==> config.mk <==
export PLATFORM = sky130hd
export DESIGN_NAME = irio_ports
export DESIGN_NICKNAME = d
export VERILOG_FILES = /design/src/design/irio_ports.v
export VERILOG_INCLUDE_DIRS = /design/src /design/src/design
export SDC_FILE = /design/constraint.sdc
export NUM_CORES = 1
export LEC_CHECK = 0
export BUFFER_PORTS_ARGS = -buffer_cell sky130_fd_sc_hd__buf_2
export CORE_MARGIN = 4
export CORE_UTILIZATION = 30
export DETAILED_ROUTE_END_ITERATION = 16
export PLACE_DENSITY = 0.59
export SLEW_MARGIN = 10
export SYNTH_ARGS = -nofsm -noshare
export SYNTH_HDL_FRONTEND = slang
export SYNTH_SLANG_ARGS = --single-unit
==> constraint.sdc <==
create_clock -name clock -period 4.6 [get_ports clock]
set_input_delay 0.46 -clock clock [delete_from_list [all_inputs] [get_ports clock]]
set_output_delay 0.46 -clock clock [all_outputs]
set_load 0.01 [all_outputs]
==> src/design/irio_consts.vh <==
// register map, field positions and reset values of the port block
`ifndef IRIO_CONSTS_VH
`define IRIO_CONSTS_VH

// ------------------------------------------------------------
// register byte offsets
// ------------------------------------------------------------
`define IRIO_ADDR_P0_MODE 6'h00
`define IRIO_ADDR_PORT_CFG 6'h04
`define IRIO_ADDR_P2_MODE 6'h08
`define IRIO_ADDR_P3_MODE 6'h0c
`define IRIO_ADDR_P0_DATA 6'h10
`define IRIO_ADDR_P2_DATA 6'h14
`define IRIO_ADDR_P3_DATA 6'h18
`define IRIO_ADDR_IRQ_CTL 6'h1c
`define IRIO_ADDR_COUNTER_CTL_0 6'h20
`define IRIO_ADDR_COUNTER_CTL_1 6'h24
`define IRIO_ADDR_COUNTER_CTL_2 6'h28
`define IRIO_ADDR_TMR_COMMON 6'h2c
`define IRIO_ADDR_WAKE_CTL 6'h30

// ------------------------------------------------------------
// field positions
// ------------------------------------------------------------
`define IRIO_P0_MODE_LO 0
`define IRIO_P0_MODE_HI 1
`define IRIO_CFG_COMP_OUT 0
`define IRIO_CFG_P2_PUSHPULL 1
`define IRIO_CFG_P0_PUSHPULL 2
`define IRIO_P3_MODE_ANALOG 1
`define IRIO_IRQ_EDGE_LO 6
`define IRIO_IRQ_EDGE_HI 7
`define IRIO_COUNTER_CTL_0_T16_OUT 0
`define IRIO_COUNTER_CTL_1_T8_OUT 4
`define IRIO_COUNTER_CTL_1_T816_OUT 5
`define IRIO_COUNTER_CTL_2_LOGIC_OUT 0
`define IRIO_TMR_SEL_P2 0
`define IRIO_TMR_DEMOD 1
`define IRIO_WAKE_EN 0
`define IRIO_WAKE_AND 1

// ------------------------------------------------------------
// edge select codes and reset values
// ------------------------------------------------------------
`define IRIO_EDGE_FALL 2'h0
`define IRIO_EDGE_RISE 2'h1
`define IRIO_RST_P0_MODE 8'h00
`define IRIO_RST_P2_MODE 8'hff
`define IRIO_RST_ZERO 8'h00

`endif

==> src/design/irio_ports.v <==
// parallel port block: nibble port, bit port with wake gating, fixed port
//
// Local design decisions: register access over Avalon-MM and the register offsets.
`include "irio_consts.vh"
`default_nettype none

// Operation
// first port direction is set per nibble, never per bit
// first port push-pull or open-drain chosen by config bit 2
// every hardware reset makes the first port all inputs
// pull-ups are switched off on any pin driven as output
// second port direction set bit by bit, always usable for I/O
// second port outputs share one push-pull or open-drain choice
// reset makes all eight second-port bits inputs
// second port inputs ORed and ANDed, either one can wake the part
// port2_bit0 may feed timer edge detection in demodulation mode
// third port: three CMOS inputs, four push-pull outputs
// mode register bit 1 enables comparators on port3_in1, port3_in2
// port3_in1, port3_in2 interrupt on rise, fall or both per bits 7:6
// timer edge detector fed from port3_in1 or port2_bit0
// timer and logic outputs routed to third port by counter controls
// analog mode sends port3_in3 to stop recovery, not ext_int_1
// digital mode shows port3_in3 as input bit 3, raising ext_int_1
// comparators powered down in stop mode; software uses digital mode
// comparator outputs may drive port3_out4 and port3_out7
// every pin input is synchronised before any logic reads it
module irio_ports (
	input wire clock,
	input wire reset_n,
	// avalon-mm slave
	input wire [5:0] address,
	input wire read,
	input wire write,
	input wire [31:0] writedata,
	input wire [3:0] byteenable,
	output reg [31:0] readdata,
	output reg waitrequest,
	// first port pins
	input wire [7:0] port0_in,
	output reg [7:0] port0_out,
	output reg [7:0] port0_oe,
	output reg [7:0] port0_pullup_en,
	// second port pins
	input wire [7:0] port2_in,
	output reg [7:0] port2_out,
	output reg [7:0] port2_oe,
	output reg [7:0] port2_pullup_en,
	// third port pins, bit 0 of the input bus unused
	input wire [3:1] port3_in,
	output reg [7:4] port3_out,
	// comparators, timers and stop logic
	input wire comp1_result,
	input wire comp2_result,
	input wire timer8_out,
	input wire timer16_out,
	input wire timer816_out,
	input wire stop_mode,
	output reg comp_power_en,
	output reg timer_edge_in,
	output reg wake_request,
	output reg stop_recovery_in3,
	output reg ext_int_0,
	output reg ext_int_1,
	output reg ext_int_2
);

	// ------------------------------------------------------------
	// registers
	// ------------------------------------------------------------
	reg [7:0] p0_mode_q;
	reg [7:0] port_config_reg_q;
	reg [7:0] p2_mode_q;
	reg [7:0] p3_mode_q;
	reg [7:0] p0_data_q;
	reg [7:0] p2_data_q;
	reg [7:0] p3_data_q;
	reg [7:0] irq_ctl_q;
	reg [7:0] counter_ctl_0_q;
	reg [7:0] counter_ctl_1_q;
	reg [7:0] counter_ctl_2_q;
	reg [7:0] tmr_common_q;
	reg [7:0] wake_ctl_q;

	// ------------------------------------------------------------
	// input synchronisers
	// ------------------------------------------------------------
	reg [7:0] p0_meta_q;
	reg [7:0] p0_sync_q;
	reg [7:0] p2_meta_q;
	reg [7:0] p2_sync_q;
	reg [4:0] misc_meta_q;
	reg [4:0] misc_sync_q;
	reg [2:0] irq_src_prev_q;

	// edge detect: sel 0 fall, 1 rise, else both
	function edge_hit;
		input [1:0] sel;
		input prev;
		input cur;
		begin
			if (sel == `IRIO_EDGE_FALL) begin
				edge_hit = prev & ~cur;
			end else if (sel == `IRIO_EDGE_RISE) begin
				edge_hit = ~prev & cur;
			end else begin
				edge_hit = prev ^ cur;
			end
		end
	endfunction

	// open-drain drives low only; push-pull drives both levels
	function [7:0] drive_en;
		input [7:0] is_out;
		input push_pull;
		input [7:0] data;
		begin
			drive_en = is_out & ({8{push_pull}} | ~data);
		end
	endfunction

	// inputs read the pin, outputs read back the latch
	function [7:0] pin_view;
		input [7:0] pin;
		input [7:0] latch;
		input [7:0] is_out;
		begin
			pin_view = (pin & ~is_out) | (latch & is_out);
		end
	endfunction

	wire analog = p3_mode_q[`IRIO_P3_MODE_ANALOG];
	wire in1_s = misc_sync_q[0];
	wire in2_s = misc_sync_q[1];
	wire in3_s = misc_sync_q[2];
	wire cmp1_s = misc_sync_q[3];
	wire cmp2_s = misc_sync_q[4];
	// analog mode takes interrupt sources from the comparators
	wire src1 = analog ? cmp1_s : in1_s;
	wire src2 = analog ? cmp2_s : in2_s;
	wire [1:0] edge_sel = irq_ctl_q[`IRIO_IRQ_EDGE_HI:`IRIO_IRQ_EDGE_LO];
	wire cfg_comp = port_config_reg_q[`IRIO_CFG_COMP_OUT];
	wire [7:0] p0_dir = {{4{p0_mode_q[`IRIO_P0_MODE_HI]}},
		{4{p0_mode_q[`IRIO_P0_MODE_LO]}}};
	wire [7:0] p2_dir = ~p2_mode_q;

	// ------------------------------------------------------------
	// source swap guard
	// ------------------------------------------------------------
	// flipping analog mode swaps what feeds the edge detectors while
	// their history still holds the old source: mask that one cycle
	reg analog_prev_q;
	wire src_swap = analog ^ analog_prev_q;

	// ------------------------------------------------------------
	// bus access, one wait cycle per request
	// ------------------------------------------------------------
	wire req = read | write;
	wire take = req & ~waitrequest;
	wire wr_en = write & take & byteenable[0];
	reg [7:0] rd_byte;

	always @* begin
		if (address == `IRIO_ADDR_P0_MODE) begin
			rd_byte = p0_mode_q;
		end else if (address == `IRIO_ADDR_PORT_CFG) begin
			rd_byte = port_config_reg_q;
		end else if (address == `IRIO_ADDR_P2_MODE) begin
			rd_byte = p2_mode_q;
		end else if (address == `IRIO_ADDR_P3_MODE) begin
			rd_byte = p3_mode_q;
		end else if (address == `IRIO_ADDR_P0_DATA) begin
			rd_byte = pin_view(p0_sync_q, p0_data_q, p0_dir);
		end else if (address == `IRIO_ADDR_P2_DATA) begin
			rd_byte = pin_view(p2_sync_q, p2_data_q, p2_dir);
		end else if (address == `IRIO_ADDR_P3_DATA) begin
			// bit 3 hidden while the pin feeds stop recovery
			rd_byte = {p3_data_q[7:4], in3_s & ~analog,
				in2_s, in1_s, 1'b0};
		end else if (address == `IRIO_ADDR_IRQ_CTL) begin
			rd_byte = irq_ctl_q;
		end else if (address == `IRIO_ADDR_COUNTER_CTL_0) begin
			rd_byte = counter_ctl_0_q;
		end else if (address == `IRIO_ADDR_COUNTER_CTL_1) begin
			rd_byte = counter_ctl_1_q;
		end else if (address == `IRIO_ADDR_COUNTER_CTL_2) begin
			rd_byte = counter_ctl_2_q;
		end else if (address == `IRIO_ADDR_TMR_COMMON) begin
			rd_byte = tmr_common_q;
		end else if (address == `IRIO_ADDR_WAKE_CTL) begin
			rd_byte = wake_ctl_q;
		end else begin
			rd_byte = 8'h00;
		end
	end

	always @(posedge clock) begin
		if (!reset_n) begin
			waitrequest <= 1'b1;
			readdata <= 32'h00000000;
		end else begin
			// drop for exactly one cycle after a request is seen
			waitrequest <= ~(req & waitrequest);
			if (read & waitrequest) begin
				readdata <= {24'h000000, rd_byte};
			end
		end
	end

	// ------------------------------------------------------------
	// register writes
	// ------------------------------------------------------------
	always @(posedge clock) begin
		if (!reset_n) begin
			p0_mode_q <= `IRIO_RST_P0_MODE;
			port_config_reg_q <= `IRIO_RST_ZERO;
			p2_mode_q <= `IRIO_RST_P2_MODE;
			p3_mode_q <= `IRIO_RST_ZERO;
			p0_data_q <= `IRIO_RST_ZERO;
			p2_data_q <= `IRIO_RST_ZERO;
			p3_data_q <= `IRIO_RST_ZERO;
			irq_ctl_q <= `IRIO_RST_ZERO;
			counter_ctl_0_q <= `IRIO_RST_ZERO;
			counter_ctl_1_q <= `IRIO_RST_ZERO;
			counter_ctl_2_q <= `IRIO_RST_ZERO;
			tmr_common_q <= `IRIO_RST_ZERO;
			wake_ctl_q <= `IRIO_RST_ZERO;
		end else if (wr_en) begin
			if (address == `IRIO_ADDR_P0_MODE) begin
				p0_mode_q <= {6'h00, writedata[1:0]};
			end else if (address == `IRIO_ADDR_PORT_CFG) begin
				port_config_reg_q <= writedata[7:0];
			end else if (address == `IRIO_ADDR_P2_MODE) begin
				p2_mode_q <= writedata[7:0];
			end else if (address == `IRIO_ADDR_P3_MODE) begin
				p3_mode_q <= writedata[7:0];
			end else if (address == `IRIO_ADDR_P0_DATA) begin
				p0_data_q <= writedata[7:0];
			end else if (address == `IRIO_ADDR_P2_DATA) begin
				p2_data_q <= writedata[7:0];
			end else if (address == `IRIO_ADDR_P3_DATA) begin
				p3_data_q <= {writedata[7:4], 4'h0};
			end else if (address == `IRIO_ADDR_IRQ_CTL) begin
				irq_ctl_q <= writedata[7:0];
			end else if (address == `IRIO_ADDR_COUNTER_CTL_0) begin
				counter_ctl_0_q <= writedata[7:0];
			end else if (address == `IRIO_ADDR_COUNTER_CTL_1) begin
				counter_ctl_1_q <= writedata[7:0];
			end else if (address == `IRIO_ADDR_COUNTER_CTL_2) begin
				counter_ctl_2_q <= writedata[7:0];
			end else if (address == `IRIO_ADDR_TMR_COMMON) begin
				tmr_common_q <= writedata[7:0];
			end else if (address == `IRIO_ADDR_WAKE_CTL) begin
				wake_ctl_q <= writedata[7:0];
			end
		end
	end

	// ------------------------------------------------------------
	// synchronisers and edge history
	// ------------------------------------------------------------
	always @(posedge clock) begin
		if (!reset_n) begin
			p0_meta_q <= 8'h00;
			p0_sync_q <= 8'h00;
			p2_meta_q <= 8'h00;
			p2_sync_q <= 8'h00;
			misc_meta_q <= 5'h00;
			misc_sync_q <= 5'h00;
			irq_src_prev_q <= 3'h0;
			analog_prev_q <= 1'b0;
		end else begin
			p0_meta_q <= port0_in;
			p0_sync_q <= p0_meta_q;
			p2_meta_q <= port2_in;
			p2_sync_q <= p2_meta_q;
			misc_meta_q <= {comp2_result, comp1_result,
				port3_in};
			misc_sync_q <= misc_meta_q;
			irq_src_prev_q <= {in3_s, src2, src1};
			analog_prev_q <= analog;
		end
	end

	// ------------------------------------------------------------
	// pin drive, interrupts, routing
	// ------------------------------------------------------------
	always @(posedge clock) begin
		if (!reset_n) begin
			port0_out <= 8'h00;
			port0_oe <= 8'h00;
			port0_pullup_en <= 8'hff;
			port2_out <= 8'h00;
			port2_oe <= 8'h00;
			port2_pullup_en <= 8'hff;
			port3_out <= 4'h0;
			comp_power_en <= 1'b0;
			timer_edge_in <= 1'b0;
			wake_request <= 1'b0;
			stop_recovery_in3 <= 1'b0;
			ext_int_0 <= 1'b0;
			ext_int_1 <= 1'b0;
			ext_int_2 <= 1'b0;
		end else begin
			port0_out <= p0_data_q;
			port0_oe <= drive_en(p0_dir,
				port_config_reg_q[`IRIO_CFG_P0_PUSHPULL],
				p0_data_q);
			port0_pullup_en <= ~p0_dir;
			port2_out <= p2_data_q;
			// one drive choice for every output bit of this port
			port2_oe <= drive_en(p2_dir,
				port_config_reg_q[`IRIO_CFG_P2_PUSHPULL],
				p2_data_q);
			port2_pullup_en <= ~p2_dir;
			// fixed outputs are always push-pull, no enable
			port3_out[4] <= cfg_comp ? cmp1_s :
				counter_ctl_1_q[`IRIO_COUNTER_CTL_1_T8_OUT] ? timer8_out :
				p3_data_q[4];
			port3_out[5] <= counter_ctl_0_q[`IRIO_COUNTER_CTL_0_T16_OUT] ?
				timer16_out : p3_data_q[5];
			port3_out[6] <= counter_ctl_1_q[`IRIO_COUNTER_CTL_1_T816_OUT] ?
				timer816_out : p3_data_q[6];
			port3_out[7] <= cfg_comp ? cmp2_s :
				counter_ctl_2_q[`IRIO_COUNTER_CTL_2_LOGIC_OUT] ?
				wake_request : p3_data_q[7];
			comp_power_en <= analog & ~stop_mode;
			// port2_bit0 only reaches the detector in demodulation
			timer_edge_in <= (tmr_common_q[`IRIO_TMR_SEL_P2] &
				tmr_common_q[`IRIO_TMR_DEMOD]) ?
				p2_sync_q[0] : src1;
			wake_request <= wake_ctl_q[`IRIO_WAKE_EN] &
				(wake_ctl_q[`IRIO_WAKE_AND] ? &p2_sync_q :
				|p2_sync_q);
			stop_recovery_in3 <= analog & in3_s;
			ext_int_2 <= ~src_swap & edge_hit(edge_sel,
				irq_src_prev_q[0], src1);
			ext_int_0 <= ~src_swap & edge_hit(edge_sel,
				irq_src_prev_q[1], src2);
			// falling edge; suppressed while diverted in analog mode
			ext_int_1 <= ~analog & irq_src_prev_q[2] &
				~in3_s;
		end
	end

endmodule // irio_ports

`default_nettype wire

# Yosys cells after proc, flatten, opt, wreduce, memory -nomap -nowiden
# Index checks and enable logic that the tools add are counted.
[totals]
inputBits = 71
regBits = 208
[classes]
n_eq_ne = 13
muxes = 29
reduce_logical = 17
n_bitwise = 59
[op_table]
columns = ["cell", "count"]
rows = [
  ["8-bit 2-to-1 mux", 13],
  ["8-bit AND", 6],
  ["8-bit inverter", 5],
  ["8-bit OR", 4],
  ["6-bit == test, second input constant", 5],
  ["6-bit by 5-bit == test with 1-bit output, second input constant", 4],
  ["1-bit inverter", 22],
  ["1-bit AND", 18],
  ["1-bit 2-to-1 mux", 16],
  ["8-bit AND reduction", 2],
  ["14-bit AND reduction", 1],
  ["13-bit AND reduction", 1],
  ["6-bit by 4-bit == test with 1-bit output, second input constant", 2],
  ["12-bit AND reduction", 1],
  ["11-bit AND reduction", 1],
  ["10-bit AND reduction", 1],
  ["9-bit AND reduction", 1],
  ["8-bit OR reduction", 1],
  ["7-bit AND reduction", 1],
  ["6-bit by 3-bit == test with 1-bit output, second input constant", 1],
  ["6-bit zero test", 1],
  ["6-bit AND reduction", 1],
  ["5-bit AND reduction", 1],
  ["4-bit AND reduction", 1],
  ["other kinds (6)", 8],
]

# Longest topological paths before layout
[logic_depth]
depth_word = 14
mapped_depth = 8
depth_no_buf = 5

# Least setup slack after synthesis
# OpenSTA, ideal clock, no wires.
[synth_path]
path_kind = "input to register"
start = "input address[0]"
end = "register readdata[2]"
cell_stages = 7
setup_time_ns = 0.122
setup_slack_ns = 2.379
required_time_ns = 4.478
t_arrival_ns = 2.098
path_cell_list = "buf_2 or4b_4 buf_6 or4_1 o31a_1 a221oi_2 o31ai_1"
[synth_between]
elab_chain_cells = 14
elab_cells_between_ends = 26
classes_between = "12 x eq/ne; 13 x mux; 1 x reduce/logical"
[synth_lines]
columns = ["element", "line_no", "text"]
rows = [
  ["start: declaration", "irio_ports.v:31", "input wire [5:0] address,"],
  ["6-bit == test (no line)", "--", ""],
  ["8-bit 2-to-1 mux", "irio_ports.v:189", "end else if (address == `IRIO_ADDR_WAKE_CTL) begin"],
  ["8-bit 2-to-1 mux", "irio_ports.v:187", "end else if (address == `IRIO_ADDR_TMR_COMMON) begin"],
  ["8-bit 2-to-1 mux", "irio_ports.v:185", "end else if (address == `IRIO_ADDR_COUNTER_CTL_2) begin"],
  ["8-bit 2-to-1 mux", "irio_ports.v:183", "end else if (address == `IRIO_ADDR_COUNTER_CTL_1) begin"],
  ["8-bit 2-to-1 mux", "irio_ports.v:181", "end else if (address == `IRIO_ADDR_COUNTER_CTL_0) begin"],
  ["8-bit 2-to-1 mux", "irio_ports.v:179", "end else if (address == `IRIO_ADDR_IRQ_CTL) begin"],
  ["8-bit 2-to-1 mux", "irio_ports.v:175", "end else if (address == `IRIO_ADDR_P3_DATA) begin"],
  ["8-bit 2-to-1 mux", "irio_ports.v:173", "end else if (address == `IRIO_ADDR_P2_DATA) begin"],
  ["8-bit 2-to-1 mux", "irio_ports.v:171", "end else if (address == `IRIO_ADDR_P0_DATA) begin"],
  ["8-bit 2-to-1 mux", "irio_ports.v:169", "end else if (address == `IRIO_ADDR_P3_MODE) begin"],
  ["8-bit 2-to-1 mux", "irio_ports.v:167", "end else if (address == `IRIO_ADDR_P2_MODE) begin"],
  ["8-bit 2-to-1 mux", "irio_ports.v:165", "end else if (address == `IRIO_ADDR_PORT_CFG) begin"],
  ["8-bit 2-to-1 mux (*)", "irio_ports.v:163", "if (address == `IRIO_ADDR_P0_MODE) begin"],
  ["end signal: assignment", "irio_ports.v:204", "readdata <= {24'h000000, rd_byte};"],
  ["end: declaration", "irio_ports.v:36", "output reg [31:0] readdata,"],
]
# Mark *: on every way between the ends. The rest lies on a longest branch, timed or not.
# A chain may end at the register's enable or synchronous reset.

# Final worst setup path
[layout_path]
start = "input address[2]"
end = "register port_config_reg_q[2]"
[layout_between]
elab_chain_cells = 3
elab_cells_between_ends = 4
classes_between = "1 x eq/ne; 1 x bitwise; 2 x reduce/logical"
[layout_lines]
columns = ["element", "line_no", "text"]
rows = [
  ["6-bit zero test (no line)", "--", ""],
  ["1-bit inverter (no line)", "--", ""],
  ["3-bit AND reduction (no line) (*)", "--", ""],
  ["end signal: assignment", "irio_ports.v:215", "port_config_reg_q <= `IRIO_RST_ZERO;"],
  ["end signal: assignment", "irio_ports.v:231", "port_config_reg_q <= writedata[7:0];"],
  ["end: declaration", "irio_ports.v:71", "reg [7:0] port_config_reg_q;"],
]
# Marks and branches as above.

==> results.cfg <==
[sta]
worst_pin_slew_ns = 0.788
setup_tns_ns = 0
finalSetupViolations = 0
slew_headroom = 0.460
rsz0062_at_grt = false
fin_skew_ns = 0.0335
fmax_mhz = 418
min_period_ns = 2.39
timing_hold_violations_final = 0
post-route-period-util = 0.520
maxSlewViolCount = 0

[yosys]
synthArstFlopShare = 0
netlist_area_um2 = 8410
synth_commonest_cells = dfxtp_1, nand2_1, mux2i_1
synth.distinct_cells = 63
synth_edf_count = 0
ys.flop_type = dfxtp_1
synth.avg_cell_area_um2 = 9.39
syn_inst = 895
yosys_warnings = 0
synth_top_area_cell = dfxtp_1
seq_area_frac_synth = 0.481
ys_ff_latch = 202
synth_top_area_share = 0.481
yosysMostFrequentCell = dfxtp_1
synthTopCellsByArea = dfxtp_1, mux2i_1, nand2_1

[grt]
antenna_found_initial = 0
grt_pass1_wl_mm = 37.3
grt_max_degree = 113
grt_pass1_vias = 6115
gr-usage-all-layers = 0.153
gr-total-overflow = 0

[placed_design]
place.gp.congestion = 0.897
io_buffers = 111
dp_cells = 1320
dp_hpwl_mm = 16.9

[clock_tree]
clk_transition_reported_paths_ns = 0.06
h-tree-depth = 1
post-cts-setup-buffers = 0
holdBufCountCts = 0
numCtsBuffers = 22
clkSinkCount = 202
cts_resized = 0
cts_tree = yes
clock_path_buffers = 3
cts_root_buf = clkbuf_16
clk_latency_ns = 0.52

[setup_path]
cpMaxStageDelayCell = buf_2
critPathArrivalTime_ns = 2.78
start_kind = primary input
cp_slowest_stage_delay_ns = 0.60
worstPathRequired_ns = 4.98
cp-end-kind = flop
path_delay_family = simple AND/OR/NAND/NOR gates
critical_path.most_common_cell = nor2b_1
crit_path_max_fanout = 45
crit_type = primary input to flop
reg2reg_depth = 5
path_cells = buf_2 -> nor2b_1 -> nand2_1 -> nor2_2 -> mux2i_1 -> nor2b_1
crit_cells = 6
path_buf_inv = 1

[detailed_routing]
drt_first_iter_violations = 722
drc = 0
ant_nets = 0
wl_per_cell_um = 17.9
viasPerCell = 4.76
dr.pass1.iters = 5
wl_mm = 24.3
vias = 6463

[die]
initial_core_util = 0.303
dieWidth_um = 175
design.core.area_um2 = 27700
fp.dieH_um = 175
dieArea_um2 = 30800
ios = 163
rows = 61

[layout]
layout.nets = 1041
final_cells = 1358
drive_gt1_frac = 0.172
area_growth_pct = 16.8
fillCellCount = 2835
num_antenna_cells = 0

[hold_path]
holdPathStages = 2
hold_path_class = primary input to flop

[power_and_ir_drop]
ir_worst_vdd_v = 0.000231
powerDensity_nw_per_um2 = 384
finalPower_uw = 3770
power_leakage_uw = 0.00383

[run]
max_cap_violations = 0

[outcome]
status = completed
[power breakdown]
group | switching, µW | internal [µW] | total (µW)
clock network | 709 | 1070 | 1780
logic | 135 | 66.6 | 202
registers | 12.6 | 1770 | 1780
total | 857 | 2910 | 3770
[layout by cell type, fill, tap and decap left out, types with 5 or more instances in the layout]
master | netlist | layout
a211oi_1 | 13 | 13
a21boi_0 | 38 | 38
a21oi_1 | 38 | 38
a221oi_1 | 5 | 5
and2_1 | 63 | 63
buf_2 | 10 | 110
clkbuf_16 | 0 | 22
clkbuf_8 | 0 | 5
conb_1 | 1 | 24
dfxtp_1 | 202 | 202
inv_1 | 12 | 12
mux2_2 | 5 | 5
mux2i_1 | 71 | 71
nand2_1 | 119 | 119
nand2b_1 | 15 | 15
nand3_1 | 24 | 24
nand4_1 | 8 | 8
nor2_1 | 13 | 13
nor2b_1 | 65 | 65
nor3_1 | 8 | 8
nor3_2 | 5 | 5
o21ai_0 | 24 | 24
[worst register-to-register path: cells and delay by family, from the launching register on]
| family | cells | cell delay (ns) |
|---|---|---|
| flip-flops | 1 | 0.34 |
| multiplexers | 1 | 0.25 |
| AND/OR/NAND/NOR | 4 | 1.60 |
[flip-flops by register name (all words and copies together), names as in the netlist, 5 cells and up]
| register | flops |
|---|---|
| port0_oe | 8 |
| port2_pullup_en | 8 |
| port_config_reg_q | 8 |
| tmr_common_q | 8 |
| counter_ctl_0_q | 8 |
| p2_sync_q | 8 |
| p2_mode_q | 8 |
| port0_out | 8 |
| port2_oe | 8 |
| p0_data_q | 8 |
| counter_ctl_2_q | 8 |
| wake_ctl_q | 8 |
| p2_meta_q | 8 |
| port2_out | 8 |
| p2_data_q | 8 |
| misc_sync_q | 5 |
| misc_meta_q | 5 |
| irq_ctl_q | 8 |
| counter_ctl_1_q | 8 |
| p3_mode_q | 8 |
| p0_sync_q | 8 |
| p0_meta_q | 8 |
| readdata | 8 |
[routing by layer]
| metal | routed length [µm] | track usage | share of wire | vias to the layer above |
|---|---|---|---|---|
| met2 | 10600 | 0.234 | 0.44 | 240 |
| met5 | 0 | 0 | 0 | - |
| li1 | - | - | - | 3159 |
| met3 | 1900 | 0.0362 | 0.078 | 35 |
| met1 | 11300 | 0.221 | 0.47 | 3029 |
| met4 | 451 | 0.0331 | 0.019 | 0 |
[through the flow]
step | setup WS, ns | hold slack [ns] | util | instance area (µm²)
global placement | 1.80 | 0.412 | 0.328 | 9080
detailed placement | 1.78 | 0.409 | 0.328 | 9080
CTS | 2.31 | 0.107 | 0.354 | 9820
global route | 2.09 | 0.121 | 0.354 | 9820
floorplan | 2.38 | 0.400 | - | 8490
finish | 2.21 | 0.119 | 0.354 | 9820
[area by class of cell]
type	count	area, µm²	share of cell area
Sequential cell	202	4040	0.412
Multi-Input combinational cell	614	3930	0.400
Clock buffer	30	631	0.0642
Timing Repair Buffer	114	593	0.0604
Tap cell	378	473	0.0482
Clock inverter	8	106	0.0108
Inverter	12	45.0	0.00459
[cell families after synthesis]
kind of cell | count (synthesis) | synth area share
AND/OR/NAND/NOR | 348 | 0.227
flip-flops | 202 | 0.481
AO/OA/AOI/OAI | 161 | 0.131
buffers and inverters | 102 | 0.0622
multiplexers | 76 | 0.0912
adder cells (fa/ha/maj) | 4 | 0.00595
other | 1 | 0.000446
XOR/XNOR | 1 | 0.00104
[path summary, 6_finish.rpt]
kind | start | to | slack [ns]
worst max-delay path | address[2] | port_config_reg_q[2] | 2.21
worst min-delay path | stop_mode | comp_power_en | 0.12
worst max register to register | waitrequest | tmr_common_q[6] | 2.28
worst min register to register | irq_src_prev_q[2] | ext_int_1 | 0.42
(Power assumes the default switching activity.)
